--- src/verilog/pin_ctl_pkg.sv ---
// shared constants for the pin, mode and reset control block
package pin_ctl_pkg;

  // operating modes, strap code is {strap_high_bit, strap_low_bit}
  typedef enum logic [1:0]
  {
    MODE_BOOTSTRAP = 2'h0,
    MODE_TEST      = 2'h1,
    MODE_SINGLE    = 2'h2,
    MODE_EXPANDED  = 2'h3
  } op_mode_type;

  // register byte offsets on the AXI4-Lite bus
  localparam logic [7:0] CTRL_OFS   = 8'h00;
  localparam logic [7:0] STATUS_OFS = 8'h04;
  localparam logic [7:0] MASK_OFS   = 8'h08;
  localparam logic [7:0] MODE_OFS   = 8'h0C;
  localparam logic [7:0] CONFIG_OFS = 8'h10;

  // control register fields
  localparam int CTRL_EDGE_BIT   = 0;
  localparam int CTRL_XMASK_BIT  = 1;
  localparam int CTRL_CLKMON_BIT = 2;

  // status and mask fields
  localparam int EV_WATCHDOG = 0;
  localparam int EV_CLKFAIL  = 1;
  localparam int EV_ILLEGAL  = 2;
  localparam int EV_EXTRESET = 3;
  localparam int EV_W        = 4;

  // nonvolatile configuration fields and shipped value
  localparam int CFG_EEPROM_BIT = 0;
  localparam int CFG_ROM_BIT    = 1;
  localparam logic [7:0] CFG_RESET_VALUE = 8'h0F;

  // oscillator to bus phase clock ratio
  localparam int E_DIVIDE = 4;

  // reset values
  localparam logic [EV_W-1:0] MASK_RESET = 4'h0;
  localparam logic [2:0] CTRL_RESET = 3'h2;

  // pin counts moved to the multiplexed bus in expanded mode
  localparam int EXP_BUS_PINS = 18;

  // times and their cycle counts at 100 MHz
  localparam int CLK_PERIOD_NS = 10;
  localparam int RST_DRIVE_NS  = 160;
  localparam int CLKMON_NS     = 10000;
  localparam int RST_DRIVE_CYC =
    (RST_DRIVE_NS + CLK_PERIOD_NS - 1) / CLK_PERIOD_NS;
  localparam int CLKMON_CYC    = CLKMON_NS / CLK_PERIOD_NS;

endpackage

--- src/verilog/sync_2ff.sv ---
// two flip-flop synchroniser for pin inputs
module sync_2ff
#(
  parameter int         WIDTH = 1,
  parameter logic [0:0] INIT  = 1'h1
)
(
  input  wire logic             ref_clk,
  input  wire logic             rst_n,
  input  wire logic [WIDTH-1:0] async_in,
  output logic      [WIDTH-1:0] sync_out
);

  logic [WIDTH-1:0] stage1;

  // first stage is read only by the second
  always_ff @(posedge ref_clk or negedge rst_n)
  begin
    if (!rst_n)
    begin
      stage1   <= {WIDTH{INIT}};
      sync_out <= {WIDTH{INIT}};
    end
    else
    begin
      stage1   <= async_in;
      sync_out <= stage1;
    end
  end

endmodule

--- src/verilog/phase_clk_div.sv ---
// divides the oscillator clock into the bus phase clock
module phase_clk_div
#(
  parameter int DIVIDE = 4
)
(
  input  wire logic ref_clk,
  input  wire logic rst_n,
  input  wire logic halt,
  output logic      e_clk,
  output logic      e_fall_en
);

  localparam int CW = $clog2(DIVIDE);
  localparam logic [CW-1:0] LAST = CW'(DIVIDE - 1);
  localparam logic [CW-1:0] HALF = CW'(DIVIDE / 2);

  logic [CW-1:0] phase;
  logic [CW-1:0] next_phase;
  logic          next_e_clk;
  logic          next_e_fall_en;

  // phase counter frozen while halted, so the clock stops toggling
  always_comb
  begin
    next_phase     = phase;
    next_e_clk     = e_clk;
    next_e_fall_en = 1'b0;
    if (!halt)
    begin
      next_phase     = (phase == LAST) ? '0 : phase + CW'(1);
      next_e_clk     = (next_phase >= HALF);
      next_e_fall_en = (phase == LAST);
    end
  end

  // registered outputs
  always_ff @(posedge ref_clk or negedge rst_n)
  begin
    if (!rst_n)
    begin
      phase     <= '0;
      e_clk     <= 1'b0;
      e_fall_en <= 1'b0;
    end
    else
    begin
      phase     <= next_phase;
      e_clk     <= next_e_clk;
      e_fall_en <= next_e_fall_en;
    end
  end

endmodule

--- src/verilog/mcu_pin_mode_reset_control.sv ---
// pin, operating mode, interrupt pin and reset control with AXI4-Lite
module mcu_pin_mode_reset_control
#(
  parameter int ADDR_W = 8
)
(
  input  wire logic              ref_clk,
  input  wire logic              rst_n,
  input  wire logic [ADDR_W-1:0] s_axi_awaddr,
  input  wire logic              s_axi_awvalid,
  output logic                   s_axi_awready,
  input  wire logic [31:0]       s_axi_wdata,
  input  wire logic [3:0]        s_axi_wstrb,
  input  wire logic              s_axi_wvalid,
  output logic                   s_axi_wready,
  output logic [1:0]             s_axi_bresp,
  output logic                   s_axi_bvalid,
  input  wire logic              s_axi_bready,
  input  wire logic [ADDR_W-1:0] s_axi_araddr,
  input  wire logic              s_axi_arvalid,
  output logic                   s_axi_arready,
  output logic [31:0]            s_axi_rdata,
  output logic [1:0]             s_axi_rresp,
  output logic                   s_axi_rvalid,
  input  wire logic              s_axi_rready,
  input  wire logic              osc_input,
  input  wire logic              reset_pin_in,
  output logic                   reset_pin_out,
  output logic                   reset_pin_oe,
  input  wire logic              strap_low_bit,
  input  wire logic              strap_high_bit,
  output logic                   instr_start_out,
  output logic                   instr_start_oe,
  input  wire logic              irq_n_pin,
  input  wire logic              nonmaskable_irq_in,
  input  wire logic              irq_ack,
  input  wire logic              halt_mode,
  input  wire logic              opcode_fetch,
  input  wire logic              illegal_opcode,
  input  wire logic              watchdog_fail,
  input  wire logic              write_cycle,
  output logic                   e_clk,
  output logic                   e_fall_en,
  output logic                   sys_reset,
  output logic [1:0]             op_mode,
  output logic                   expanded_bus_en,
  output logic                   rw_out,
  output logic                   data_strobe,
  output logic                   irq_request,
  output logic                   nonmaskable_irq_in_request,
  output logic                   illegal_nmi,
  output logic                   rom_enable,
  output logic                   eeprom_enable,
  output logic                   irq_out
);

  typedef enum logic [1:0]
  {
    RP_IDLE,
    RP_DRIVE,
    RP_RECOVER
  } rst_pin_state_type;

  localparam int EW = pin_ctl_pkg::EV_W;
  localparam int DW = $clog2(pin_ctl_pkg::RST_DRIVE_CYC + 1);
  localparam int MW = $clog2(pin_ctl_pkg::CLKMON_CYC + 1);
  localparam logic [DW-1:0] DRIVE_LAST =
    DW'(pin_ctl_pkg::RST_DRIVE_CYC - 1);
  localparam logic [MW-1:0] MON_LAST = MW'(pin_ctl_pkg::CLKMON_CYC - 1);

  // pin synchronisers
  logic [5:0] pin_sync;
  logic       rst_pin_s;
  logic       osc_s;
  logic       strap_lo_s;
  logic       strap_hi_s;
  logic       irq_n_s;
  logic       nonmaskable_irq_in_n_s;

  sync_2ff #(.WIDTH(6), .INIT(1'h1)) u_sync
  (
    .ref_clk  (ref_clk),
    .rst_n    (rst_n),
    .async_in ({reset_pin_in, osc_input, strap_low_bit, strap_high_bit,
                irq_n_pin, nonmaskable_irq_in}),
    .sync_out (pin_sync)
  );

  assign {rst_pin_s, osc_s, strap_lo_s, strap_hi_s, irq_n_s, nonmaskable_irq_in_n_s} =
    pin_sync;

  // bus phase clock, frozen in halt mode
  phase_clk_div #(.DIVIDE(pin_ctl_pkg::E_DIVIDE)) u_div
  (
    .ref_clk   (ref_clk),
    .rst_n     (rst_n),
    .halt      (halt_mode),
    .e_clk     (e_clk),
    .e_fall_en (e_fall_en)
  );

  // state
  rst_pin_state_type rp_state;
  rst_pin_state_type next_rp_state;
  logic [DW-1:0]     drive_cnt;
  logic [DW-1:0]     next_drive_cnt;
  logic [MW-1:0]     mon_cnt;
  logic [MW-1:0]     next_mon_cnt;
  logic              osc_q;
  logic              sys_reset_q;
  logic [1:0]        warm;
  logic [1:0]        next_op_mode;
  logic              mode_valid;
  logic              next_mode_valid;
  logic [2:0]        ctrl;
  logic [2:0]        next_ctrl;
  logic [EW-1:0]     status;
  logic [EW-1:0]     next_status;
  logic [EW-1:0]     mask;
  logic [EW-1:0]     next_mask;
  logic [7:0]        cfg_prog;
  logic [7:0]        next_cfg_prog;
  logic [7:0]        cfg_active;
  logic [7:0]        next_cfg_active;
  logic              irq_n_q;
  logic              irq_pend;
  logic              next_irq_pend;
  logic              clk_fail;
  logic              fail;
  logic [EW-1:0]     events;
  logic              wr_go;
  logic              rd_go;
  logic [31:0]       next_rdata;
  logic [1:0]        next_rresp;
  logic [1:0]        next_bresp;
  logic              next_bvalid;
  logic              next_rvalid;
  logic              next_rw_out;
  logic              next_instr_oe;
  logic              next_illegal_nmi;

  // clock monitor: oscillator pin must toggle within the timeout
  assign clk_fail = ctrl[pin_ctl_pkg::CTRL_CLKMON_BIT] &&
                    (mon_cnt == MON_LAST);
  assign fail = clk_fail | watchdog_fail;
  assign events = {(rp_state == RP_IDLE) & ~rst_pin_s, illegal_opcode,
                   clk_fail, watchdog_fail};

  // reset pin driver and clock monitor counters
  always_comb
  begin
    next_rp_state  = rp_state;
    next_drive_cnt = drive_cnt;
    next_mon_cnt   = (osc_s != osc_q || mon_cnt == MON_LAST) ?
                     '0 : mon_cnt + MW'(1);
    case (rp_state)
      RP_IDLE:
      begin
        if (fail)
        begin
          next_rp_state  = RP_DRIVE;
          next_drive_cnt = '0;
        end
      end
      RP_DRIVE:
      begin
        next_drive_cnt = drive_cnt + DW'(1);
        if (drive_cnt == DRIVE_LAST)
          next_rp_state = RP_RECOVER;
      end
      RP_RECOVER:
      begin
        if (rst_pin_s)
          next_rp_state = RP_IDLE;
      end
      default:
        next_rp_state = RP_IDLE;
    endcase
  end

  // system reset from the pin or our own drive; also held until the pin
  // synchronisers have filled, so straps are never taken from their init
  assign sys_reset = ~rst_pin_s | (rp_state != RP_IDLE) |
                     ~warm[1];
  assign reset_pin_out = 1'b0;
  assign reset_pin_oe = (rp_state == RP_DRIVE);

  // strap latch, config reload and mode dependent pins
  always_comb
  begin
    next_op_mode    = op_mode;
    next_mode_valid = mode_valid;
    next_cfg_active = cfg_active;
    if (sys_reset)
      next_mode_valid = 1'b0;
    else if (sys_reset_q)
    begin
      next_op_mode    = {strap_hi_s, strap_lo_s};
      next_mode_valid = 1'b1;
      next_cfg_active = cfg_prog;
    end
    next_rw_out = 1'b1;
    if (op_mode == pin_ctl_pkg::MODE_EXPANDED && mode_valid)
      next_rw_out = ~write_cycle;
    next_instr_oe    = mode_valid & opcode_fetch;
    next_illegal_nmi = illegal_opcode;
  end

  assign expanded_bus_en = mode_valid &&
    (op_mode == pin_ctl_pkg::MODE_EXPANDED);
  assign data_strobe = expanded_bus_en & e_clk;
  assign instr_start_out = 1'b0;
  assign rom_enable = cfg_active[pin_ctl_pkg::CFG_ROM_BIT];
  assign eeprom_enable = cfg_active[pin_ctl_pkg::CFG_EEPROM_BIT];

  // maskable and nonmaskable interrupt pins
  always_comb
  begin
    next_irq_pend = irq_pend;
    if (sys_reset || !ctrl[pin_ctl_pkg::CTRL_EDGE_BIT])
      next_irq_pend = 1'b0;
    else if (irq_n_q && !irq_n_s)
      next_irq_pend = 1'b1;
    else if (irq_ack)
      next_irq_pend = 1'b0;
  end

  assign irq_request = ctrl[pin_ctl_pkg::CTRL_EDGE_BIT] ?
                       irq_pend : ~irq_n_s;
  assign nonmaskable_irq_in_request = ~nonmaskable_irq_in_n_s &
                        ~ctrl[pin_ctl_pkg::CTRL_XMASK_BIT];

  // AXI4-Lite slave: write needs address and data together
  assign s_axi_awready = s_axi_awvalid & s_axi_wvalid & ~s_axi_bvalid;
  assign s_axi_wready  = s_axi_awready;
  assign s_axi_arready = ~s_axi_rvalid;
  assign wr_go = s_axi_awready;
  assign rd_go = s_axi_arvalid & s_axi_arready;

  // register file next values
  always_comb
  begin
    next_ctrl     = ctrl;
    next_mask     = mask;
    next_cfg_prog = cfg_prog;
    next_status   = status;
    next_bresp    = s_axi_bresp;
    next_bvalid   = s_axi_bvalid & ~s_axi_bready;
    next_rvalid   = s_axi_rvalid & ~s_axi_rready;
    next_rdata    = s_axi_rdata;
    next_rresp    = s_axi_rresp;
    if (wr_go)
    begin
      next_bvalid = 1'b1;
      next_bresp  = 2'h0;
      case (s_axi_awaddr)
        pin_ctl_pkg::CTRL_OFS:
        begin
          if (s_axi_wstrb[0])
          begin
            next_ctrl[pin_ctl_pkg::CTRL_EDGE_BIT] =
              s_axi_wdata[pin_ctl_pkg::CTRL_EDGE_BIT];
            next_ctrl[pin_ctl_pkg::CTRL_CLKMON_BIT] =
              s_axi_wdata[pin_ctl_pkg::CTRL_CLKMON_BIT];
            if (!s_axi_wdata[pin_ctl_pkg::CTRL_XMASK_BIT])
              next_ctrl[pin_ctl_pkg::CTRL_XMASK_BIT] = 1'b0;
          end
        end
        pin_ctl_pkg::MASK_OFS:
        begin
          if (s_axi_wstrb[0])
            next_mask = s_axi_wdata[EW-1:0];
        end
        pin_ctl_pkg::CONFIG_OFS:
        begin
          if (s_axi_wstrb[0])
            next_cfg_prog = s_axi_wdata[7:0];
        end
        pin_ctl_pkg::STATUS_OFS, pin_ctl_pkg::MODE_OFS: ;
        default:
          next_bresp = 2'h2;
      endcase
    end
    if (rd_go)
    begin
      next_rvalid = 1'b1;
      next_rresp  = 2'h0;
      next_rdata  = 32'h0;
      case (s_axi_araddr)
        pin_ctl_pkg::CTRL_OFS:   next_rdata = {29'h0, ctrl};
        pin_ctl_pkg::STATUS_OFS:
        begin
          next_rdata  = {28'h0, status};
          next_status = '0;
        end
        pin_ctl_pkg::MASK_OFS:   next_rdata = {28'h0, mask};
        pin_ctl_pkg::MODE_OFS:
          next_rdata = {21'h0, mode_valid, cfg_active, op_mode};
        pin_ctl_pkg::CONFIG_OFS: next_rdata = {24'h0, cfg_prog};
        default:                 next_rresp = 2'h2;
      endcase
    end
    next_status = next_status | events; // set wins over read clear
    if (sys_reset)
    begin
      next_ctrl[pin_ctl_pkg::CTRL_EDGE_BIT]  = 1'b0;
      next_ctrl[pin_ctl_pkg::CTRL_XMASK_BIT] = 1'b1;
    end
  end

  // all registered state
  always_ff @(posedge ref_clk or negedge rst_n)
  begin
    if (!rst_n)
    begin
      rp_state       <= RP_IDLE;
      drive_cnt      <= '0;
      mon_cnt        <= '0;
      osc_q          <= 1'b1;
      sys_reset_q    <= 1'b1;
      warm           <= 2'h0;
      op_mode        <= 2'h0;
      mode_valid     <= 1'b0;
      cfg_prog       <= pin_ctl_pkg::CFG_RESET_VALUE;
      cfg_active     <= pin_ctl_pkg::CFG_RESET_VALUE;
      ctrl           <= pin_ctl_pkg::CTRL_RESET;
      status         <= '0;
      mask           <= pin_ctl_pkg::MASK_RESET;
      irq_n_q        <= 1'b1;
      irq_pend       <= 1'b0;
      rw_out         <= 1'b1;
      instr_start_oe <= 1'b0;
      illegal_nmi    <= 1'b0;
      irq_out        <= 1'b0;
      s_axi_bvalid   <= 1'b0;
      s_axi_bresp    <= 2'h0;
      s_axi_rvalid   <= 1'b0;
      s_axi_rresp    <= 2'h0;
      s_axi_rdata    <= 32'h0;
    end
    else
    begin
      rp_state       <= next_rp_state;
      drive_cnt      <= next_drive_cnt;
      mon_cnt        <= next_mon_cnt;
      osc_q          <= osc_s;
      sys_reset_q    <= sys_reset;
      warm           <= {warm[0], 1'b1};
      op_mode        <= next_op_mode;
      mode_valid     <= next_mode_valid;
      cfg_prog       <= next_cfg_prog;
      cfg_active     <= next_cfg_active;
      ctrl           <= next_ctrl;
      status         <= next_status;
      mask           <= next_mask;
      irq_n_q        <= irq_n_s;
      irq_pend       <= next_irq_pend;
      rw_out         <= next_rw_out;
      instr_start_oe <= next_instr_oe;
      illegal_nmi    <= next_illegal_nmi;
      irq_out        <= |(next_status & next_mask);
      s_axi_bvalid   <= next_bvalid;
      s_axi_bresp    <= next_bresp;
      s_axi_rvalid   <= next_rvalid;
      s_axi_rresp    <= next_rresp;
      s_axi_rdata    <= next_rdata;
    end
  end

endmodule

--- config.mk ---
export PLATFORM = sky130hd
export DESIGN_NAME = mcu_pin_mode_reset_control
export DESIGN_NICKNAME = d
export VERILOG_FILES = /design/src/verilog/pin_ctl_pkg.sv /design/src/verilog/sync_2ff.sv /design/src/verilog/phase_clk_div.sv /design/src/verilog/mcu_pin_mode_reset_control.sv
export SDC_FILE = /design/constraint.sdc
export NUM_CORES = 1
export LEC_CHECK = 0
export BUFFER_PORTS_ARGS = -buffer_cell sky130_fd_sc_hd__buf_2
export CORE_MARGIN = 4
export CORE_UTILIZATION = 50
export DETAILED_ROUTE_END_ITERATION = 16
export GPL_TIMING_DRIVEN = 0
export PLACE_DENSITY_LB_ADDON = 0.05
export SYNTH_ARGS = -nofsm -noshare
export SYNTH_HDL_FRONTEND = slang
export SYNTH_HIERARCHICAL = 1
export SYNTH_SLANG_ARGS = --single-unit
--- constraint.sdc ---
create_clock -name ref_clk -period 3.3 [get_ports ref_clk]
set_input_delay 0.495 -clock ref_clk [delete_from_list [all_inputs] [get_ports ref_clk]]
set_output_delay 0.495 -clock ref_clk [all_outputs]
set_load 0.01 [all_outputs]
Word level (Yosys, flattened, before mapping) --
Cells that the tools add are included.
Storage, ports and cells: word-level logic and storage cells 137, register bits 111, output and inout port bits 59
Cells by class: order comparisons 1, $add $sub $neg 3, equality and inequality tests 19, bitwise gates (word level) 25, multiplexer cells 31, reduce and logical (&&, ||, !) cells 27
Operators by type and width (count):
- case mux 11 bit (5 select lines) | 1
- equality test 8 x 4 -> 1 bit, second input constant | 4
- 2-to-1 mux 2 bit | 10
- 2-to-1 mux 4 bit | 5
- equality test 8 x 3 -> 1 bit, second input constant | 2
- equality test 8 x 5 -> 1 bit, second input constant | 2
- zero test 8 bit | 2
- AND reduction 3 bit | 4
- nonzero test 2 bit | 6
- 2-to-1 mux 1 bit | 11
- inverter 1 bit | 11
- adder 10 x 1 -> 10 bit, second input constant | 1
- equality test 10 bit, second input constant | 1
- 2-to-1 mux 10 bit | 1
- case mux 5 bit (2 select lines) | 1
- OR reduction 5 bit | 2
- bitwise AND 1 bit | 9
- equality test 2 bit, second input constant | 3
- inequality test 2 x 1 -> 1 bit, second input constant | 3
- case mux 2 bit (3 select lines) | 1
- adder 5 x 1 -> 5 bit, second input constant | 1
- equality test 5 x 4 -> 1 bit, second input constant | 1
- 2-to-1 mux 5 bit | 1
- bitwise AND 4 bit | 1
- 15 further kinds | 22

Longest topological paths before layout --
word-level depth 6, gate-level depth with buffers 6, mapped depth without buffers 6

By module --
The synthesis kept the hierarchy.
By module, submodules not included:
- mcu_pin_mode_reset_control | times used 1, area each 3372.0 µm², cells an instance 303
- sync_2ff | times used 1, area each 315.3 µm², cells an instance 12
- phase_clk_div | times used 1, area each 125.1 µm², cells an instance 8

Least setup slack after synthesis --
OpenSTA, ideal clock, no wires.
kind input port to flip-flop, from input s_axi_awaddr[0], to register irq_out, data arrival time 2.225 ns, setup slack 0.949 ns, buffers on the path 0, cell stages on the path 5, path through or4_4 -> nor4_4 -> mux2_2 -> a22o_1 -> a221o_1
Between the ends: longest elaborated chain between the ends 5
Ends and longest elaborated chain:
- start: declaration | line mcu_pin_mode_reset_control.sv:9 | input wire logic [ADDR_W-1:0] s_axi_awaddr,
- equality test 8 x 4 -> 1 bit | line mcu_pin_mode_reset_control.sv:256 | case (s_axi_awaddr)
- 2-to-1 mux 4 bit | line mcu_pin_mode_reset_control.sv:256
- 2-to-1 mux 4 bit | line mcu_pin_mode_reset_control.sv:252 | if (wr_go)
- via next_mask[2] | line mcu_pin_mode_reset_control.sv:120 | logic [EW-1:0] next_mask;
- bitwise AND 4 bit | line mcu_pin_mode_reset_control.sv:361 | irq_out <= |(next_status & next_mask);
- OR reduction 4 bit | line mcu_pin_mode_reset_control.sv:361
- end signal: assignment | line mcu_pin_mode_reset_control.sv:361
- end: declaration | line mcu_pin_mode_reset_control.sv:54 | output logic irq_out
The timed path passes the listed nets, and every way through them passes these cells. A chain may end at the register's enable or synchronous reset.

Worst setup path after layout --
Same ends and word-level chain as after synthesis.

==> impl_metrics.csv <==
group,metric,value,unit
routing,vias,2629,
routing,first_iter_violations,64,
logic_synthesis,synth_compound_area_share,7.12,%
final_layout,seq_area,2210,µm²
clock_tree,clk_pin_slew_worst_paths,0.08,ns
timing,fin_tns_setup,0,ns
clock_tree,clockRootBuffer,"clkbuf_8",
timing,clock_skew,0.00748,ns
worst_setup_path,r2r-end,"irq_out",
global_route,grt_max_degree,56,
timing,fin_ws,1.06,ns
final_layout,final_cell_area,4650,µm²
floorplanning,dieArea,9090,µm²
logic_synthesis,synth_xor_area_share,1.84,%
clock_tree,cts_resized,0,
timing,finalSetupViolCount,0,
floorplanning,die_y,95.3,µm
floorplanning,io_pins,130,
clock_tree,clock_latency,0.35,ns
logic_synthesis,synth_fa_ha_area_share,1.31,%
worst_setup_path,rr_worst_depth,5,
routing,drt-total-wl,7.20,mm
pwr,p_per_area,536,nW/µm²
logic_synthesis,synth_simple_gate_area_share,14.4,%
hold_path,hold_path.class,"in2async",
routing,antenna_left,0,
timing,rsz0062_at_grt,"false",
final_layout,area.growth.synth_to_final,22.1,%
final_layout,drive_gt1_share,40.4,%
clock_tree,cts_max_level,3,
logic_synthesis,synth-warning-count,6,
logic_synthesis,synth_top_family_by_area,"simple AND/OR/NAND/NOR gates",
clock_tree,clockBufferDepth,2,
global_route,grt-ovfl-total,0,
worst_setup_path,cpPeakStageDelay,0.56,ns
worst_setup_path,rrSetupSlack,1.22,ns
placed_design,postPlaceCellArea,4440,µm²
floorplanning,die_w,95.3,µm
floorplanning,core_area,7330,µm²
status,outcome,"finished clean",
worst_setup_path,critPathSlowestCell,"or4_4",
logic_synthesis,synthMuxAreaShare,10.4,%
timing,max_freq,446,MHz
global_route,grt_pass1_vias,2484,
run,drv_cap,0,
final_layout,antenna_cells,0,
routing,routedWlPerCell,13.3,µm
timing,whs,0.0735,ns
final_layout,final_cell_mix,"76 x buf_2, 62 x dfrtp_1, 37 x nor2_1, 28 x nand2_1, 27 x buf_4",
final_layout,multiInputGateArea,1440,µm²
placed_design,place_ws,0.674,ns
global_route,grt_pass1_wl,11.7,mm
clock_tree,cts_made_buffers,9,
clock_tree,postCtsSetupBuffers,0,
worst_setup_path,cp-end-kind,"flop",
worst_setup_path,critical_path_class,"in2reg",
timing,timing.final.crit_period,2.24,ns
global_route,grt_antenna_before_repair,0,
worst_setup_path,worstPathCellList,"buf_2 > or4_4 > nor4_4 > mux2_2 > a22o_1 > a221o_1",
logic_synthesis,synth_area,3810,µm²
timing,slew_viol_final,0,
clock_tree,clock_sinks,87,
worst_setup_path,cp-start-kind,"input pin",
final_layout,fillerInstances,641,
placed_design,gp_congestion,0.787,
floorplanning,start_util,52.0,%
final_layout,final_common_cell,"buf_2",
pwr,p_leak,2.34,nW
placed_design,io_buffers,77,
clock_tree,cts_hold_buf,0,
logic_synthesis,ys_seq_area_share,57.9,%
timing,tightest_slew,0.683,ns
logic_synthesis,synth_cell_type_count,49,
logic_synthesis,avgSynthCellArea,11.8,µm²
floorplanning,rows,31,
worst_setup_path,startpoint,"s_axi_awaddr[0]",
timing,max_slew_margin,54.1,%
worst_setup_path,cp.required,3.53,ns
logic_synthesis,ys_ff_latch,87,
routing,vias_per_cell,4.87,
clock_tree,tritoncts,"done",
placed_design,dpl.hpwl,5.48,mm
timing,hold_violations,0,
worst_setup_path,rr_startpoint,"s_axi_bvalid",
routing,post-route-drc-count,0,
pwr,ir_drop,0.354,mV
global_route,grtUsageTotal,16.9,%
timing,finalCritPeriodShare,67.9,%
worst_setup_path,worst_ep_arrival_time,2.47,ns
worst_setup_path,crit_fanout,4,
routing,drt_first_pass_iters,4,
logic_synthesis,synthCells,323,
final_layout,layout.nets,511,
[cell usage after synthesis (all sizes together)]
library cell / instances / share of area, %
a2111oi: 3 / 0.69
a21o: 5 / 1.0
a21oi: 3 / 0.39
a221o: 1 / 0.26
a221oi: 1 / 0.23
a22o: 5 / 1.1
a22oi: 4 / 0.79
a31oi: 1 / 0.16
and2: 2 / 0.33
and2b: 1 / 0.23
and3: 5 / 0.82
and3b: 1 / 0.23
and4: 1 / 0.23
buf: 27 / 5.2
clkbuf: 6 / 0.59
conb: 2 / 0.20
dfrtp: 62 / 41
dfstp: 25 / 17
ha: 4 / 1.3
inv: 10 / 0.98
mux2: 26 / 8.6
mux2i: 7 / 1.8
nand2: 29 / 3.1
nand2b: 3 / 0.49
nand3: 8 / 1.1
nand3b: 1 / 0.20
nand4: 4 / 0.66
nand4b: 1 / 0.23
nand4bb: 1 / 0.30
nor2: 38 / 3.9
nor2b: 2 / 0.33
nor3: 4 / 0.66
nor4: 3 / 0.89
o21a: 1 / 0.20
o21ai: 11 / 1.4
o22ai: 1 / 0.16
o31ai: 2 / 0.39
o41ai: 1 / 0.23
or4: 3 / 0.79
xnor2: 3 / 0.69
xor2: 5 / 1.1
[state kept, by name, indices dropped and copies added (netlist names), 2 cells and up]
register         flops
s_axi_rdata         11
mon_cnt             10
cfg_active           8
cfg_prog             8
u_sync/stage1        6
u_sync/sync_out      6
drive_cnt            5
mask                 4
status               4
ctrl                 3
op_mode              2
rp_state             2
warm                 2
[worst max-delay path, delay by kind of cell]
| kind | cells | cell delay (ns) |
|---|---|---|
| buf+inv | 1 | 0.10 |
| mux | 1 | 0.40 |
| compound gates | 2 | 0.50 |
| simple gates | 2 | 0.98 |
[kinds of logic (layout without fill, tap and decap cells)]
logic type / Yosys count / count (layout)
adder cells (fa/ha/maj): 4 / 4
flip-flops: 87 / 87
buffers and inverters: 43 / 137
other: 2 / 26
AO/OA/AOI/OAI: 39 / 39
XOR/XNOR: 8 / 8
AND/OR/NAND/NOR: 107 / 107
multiplexers: 33 / 33
[final cells by class]
type	count	area share [%]
plain buffers	33	4.76
clock inverters	6	1.83
inverters	10	0.806
flip-flops and latches	87	47.4
repair buffers	78	8.92
well taps	99	2.66
multi-input cells	217	30.8
clock buffers	10	2.74
[report_power, final]
part	switching (mW)	internal, mW
clock	0.360	0.424
sequential	0.0709	1.18
combinational	0.231	0.230
total	0.661	1.83
[routing by layer]
layer	global-route usage [%]	wire length [µm]	vias to the layer above
met5	0	0	-
met4	6.13	107	0
met3	5.52	654	11
met2	27.1	3320	88
met1	21.5	3130	1239
li1	-	-	1291
[worst max path at each step]
stage	endpoint	slack, ns	cells after the start
2_1_floorplan	irq_out	0.95	5
3_3_place_gp	irq_out	0.68	6
3_5_place_dp	irq_out	0.67	6
4_1_cts	irq_out	1.05	6
5_1_grt	irq_out	0.99	6
6_report	irq_out	1.06	6
[per-stage QoR]
stage / utilization [%] / power, mW / std cells
finish: 63.5 / 2.50 / 540
global route: 63.5 / 2.66 / 540
CTS: 63.5 / 2.53 / 540
detailed placement: 60.6 / 1.74 / 524
global placement: 60.2 / 1.72 / 523
floorplan: - / 1.57 / 347
Note: power is estimated with default switching activity, not from simulation.
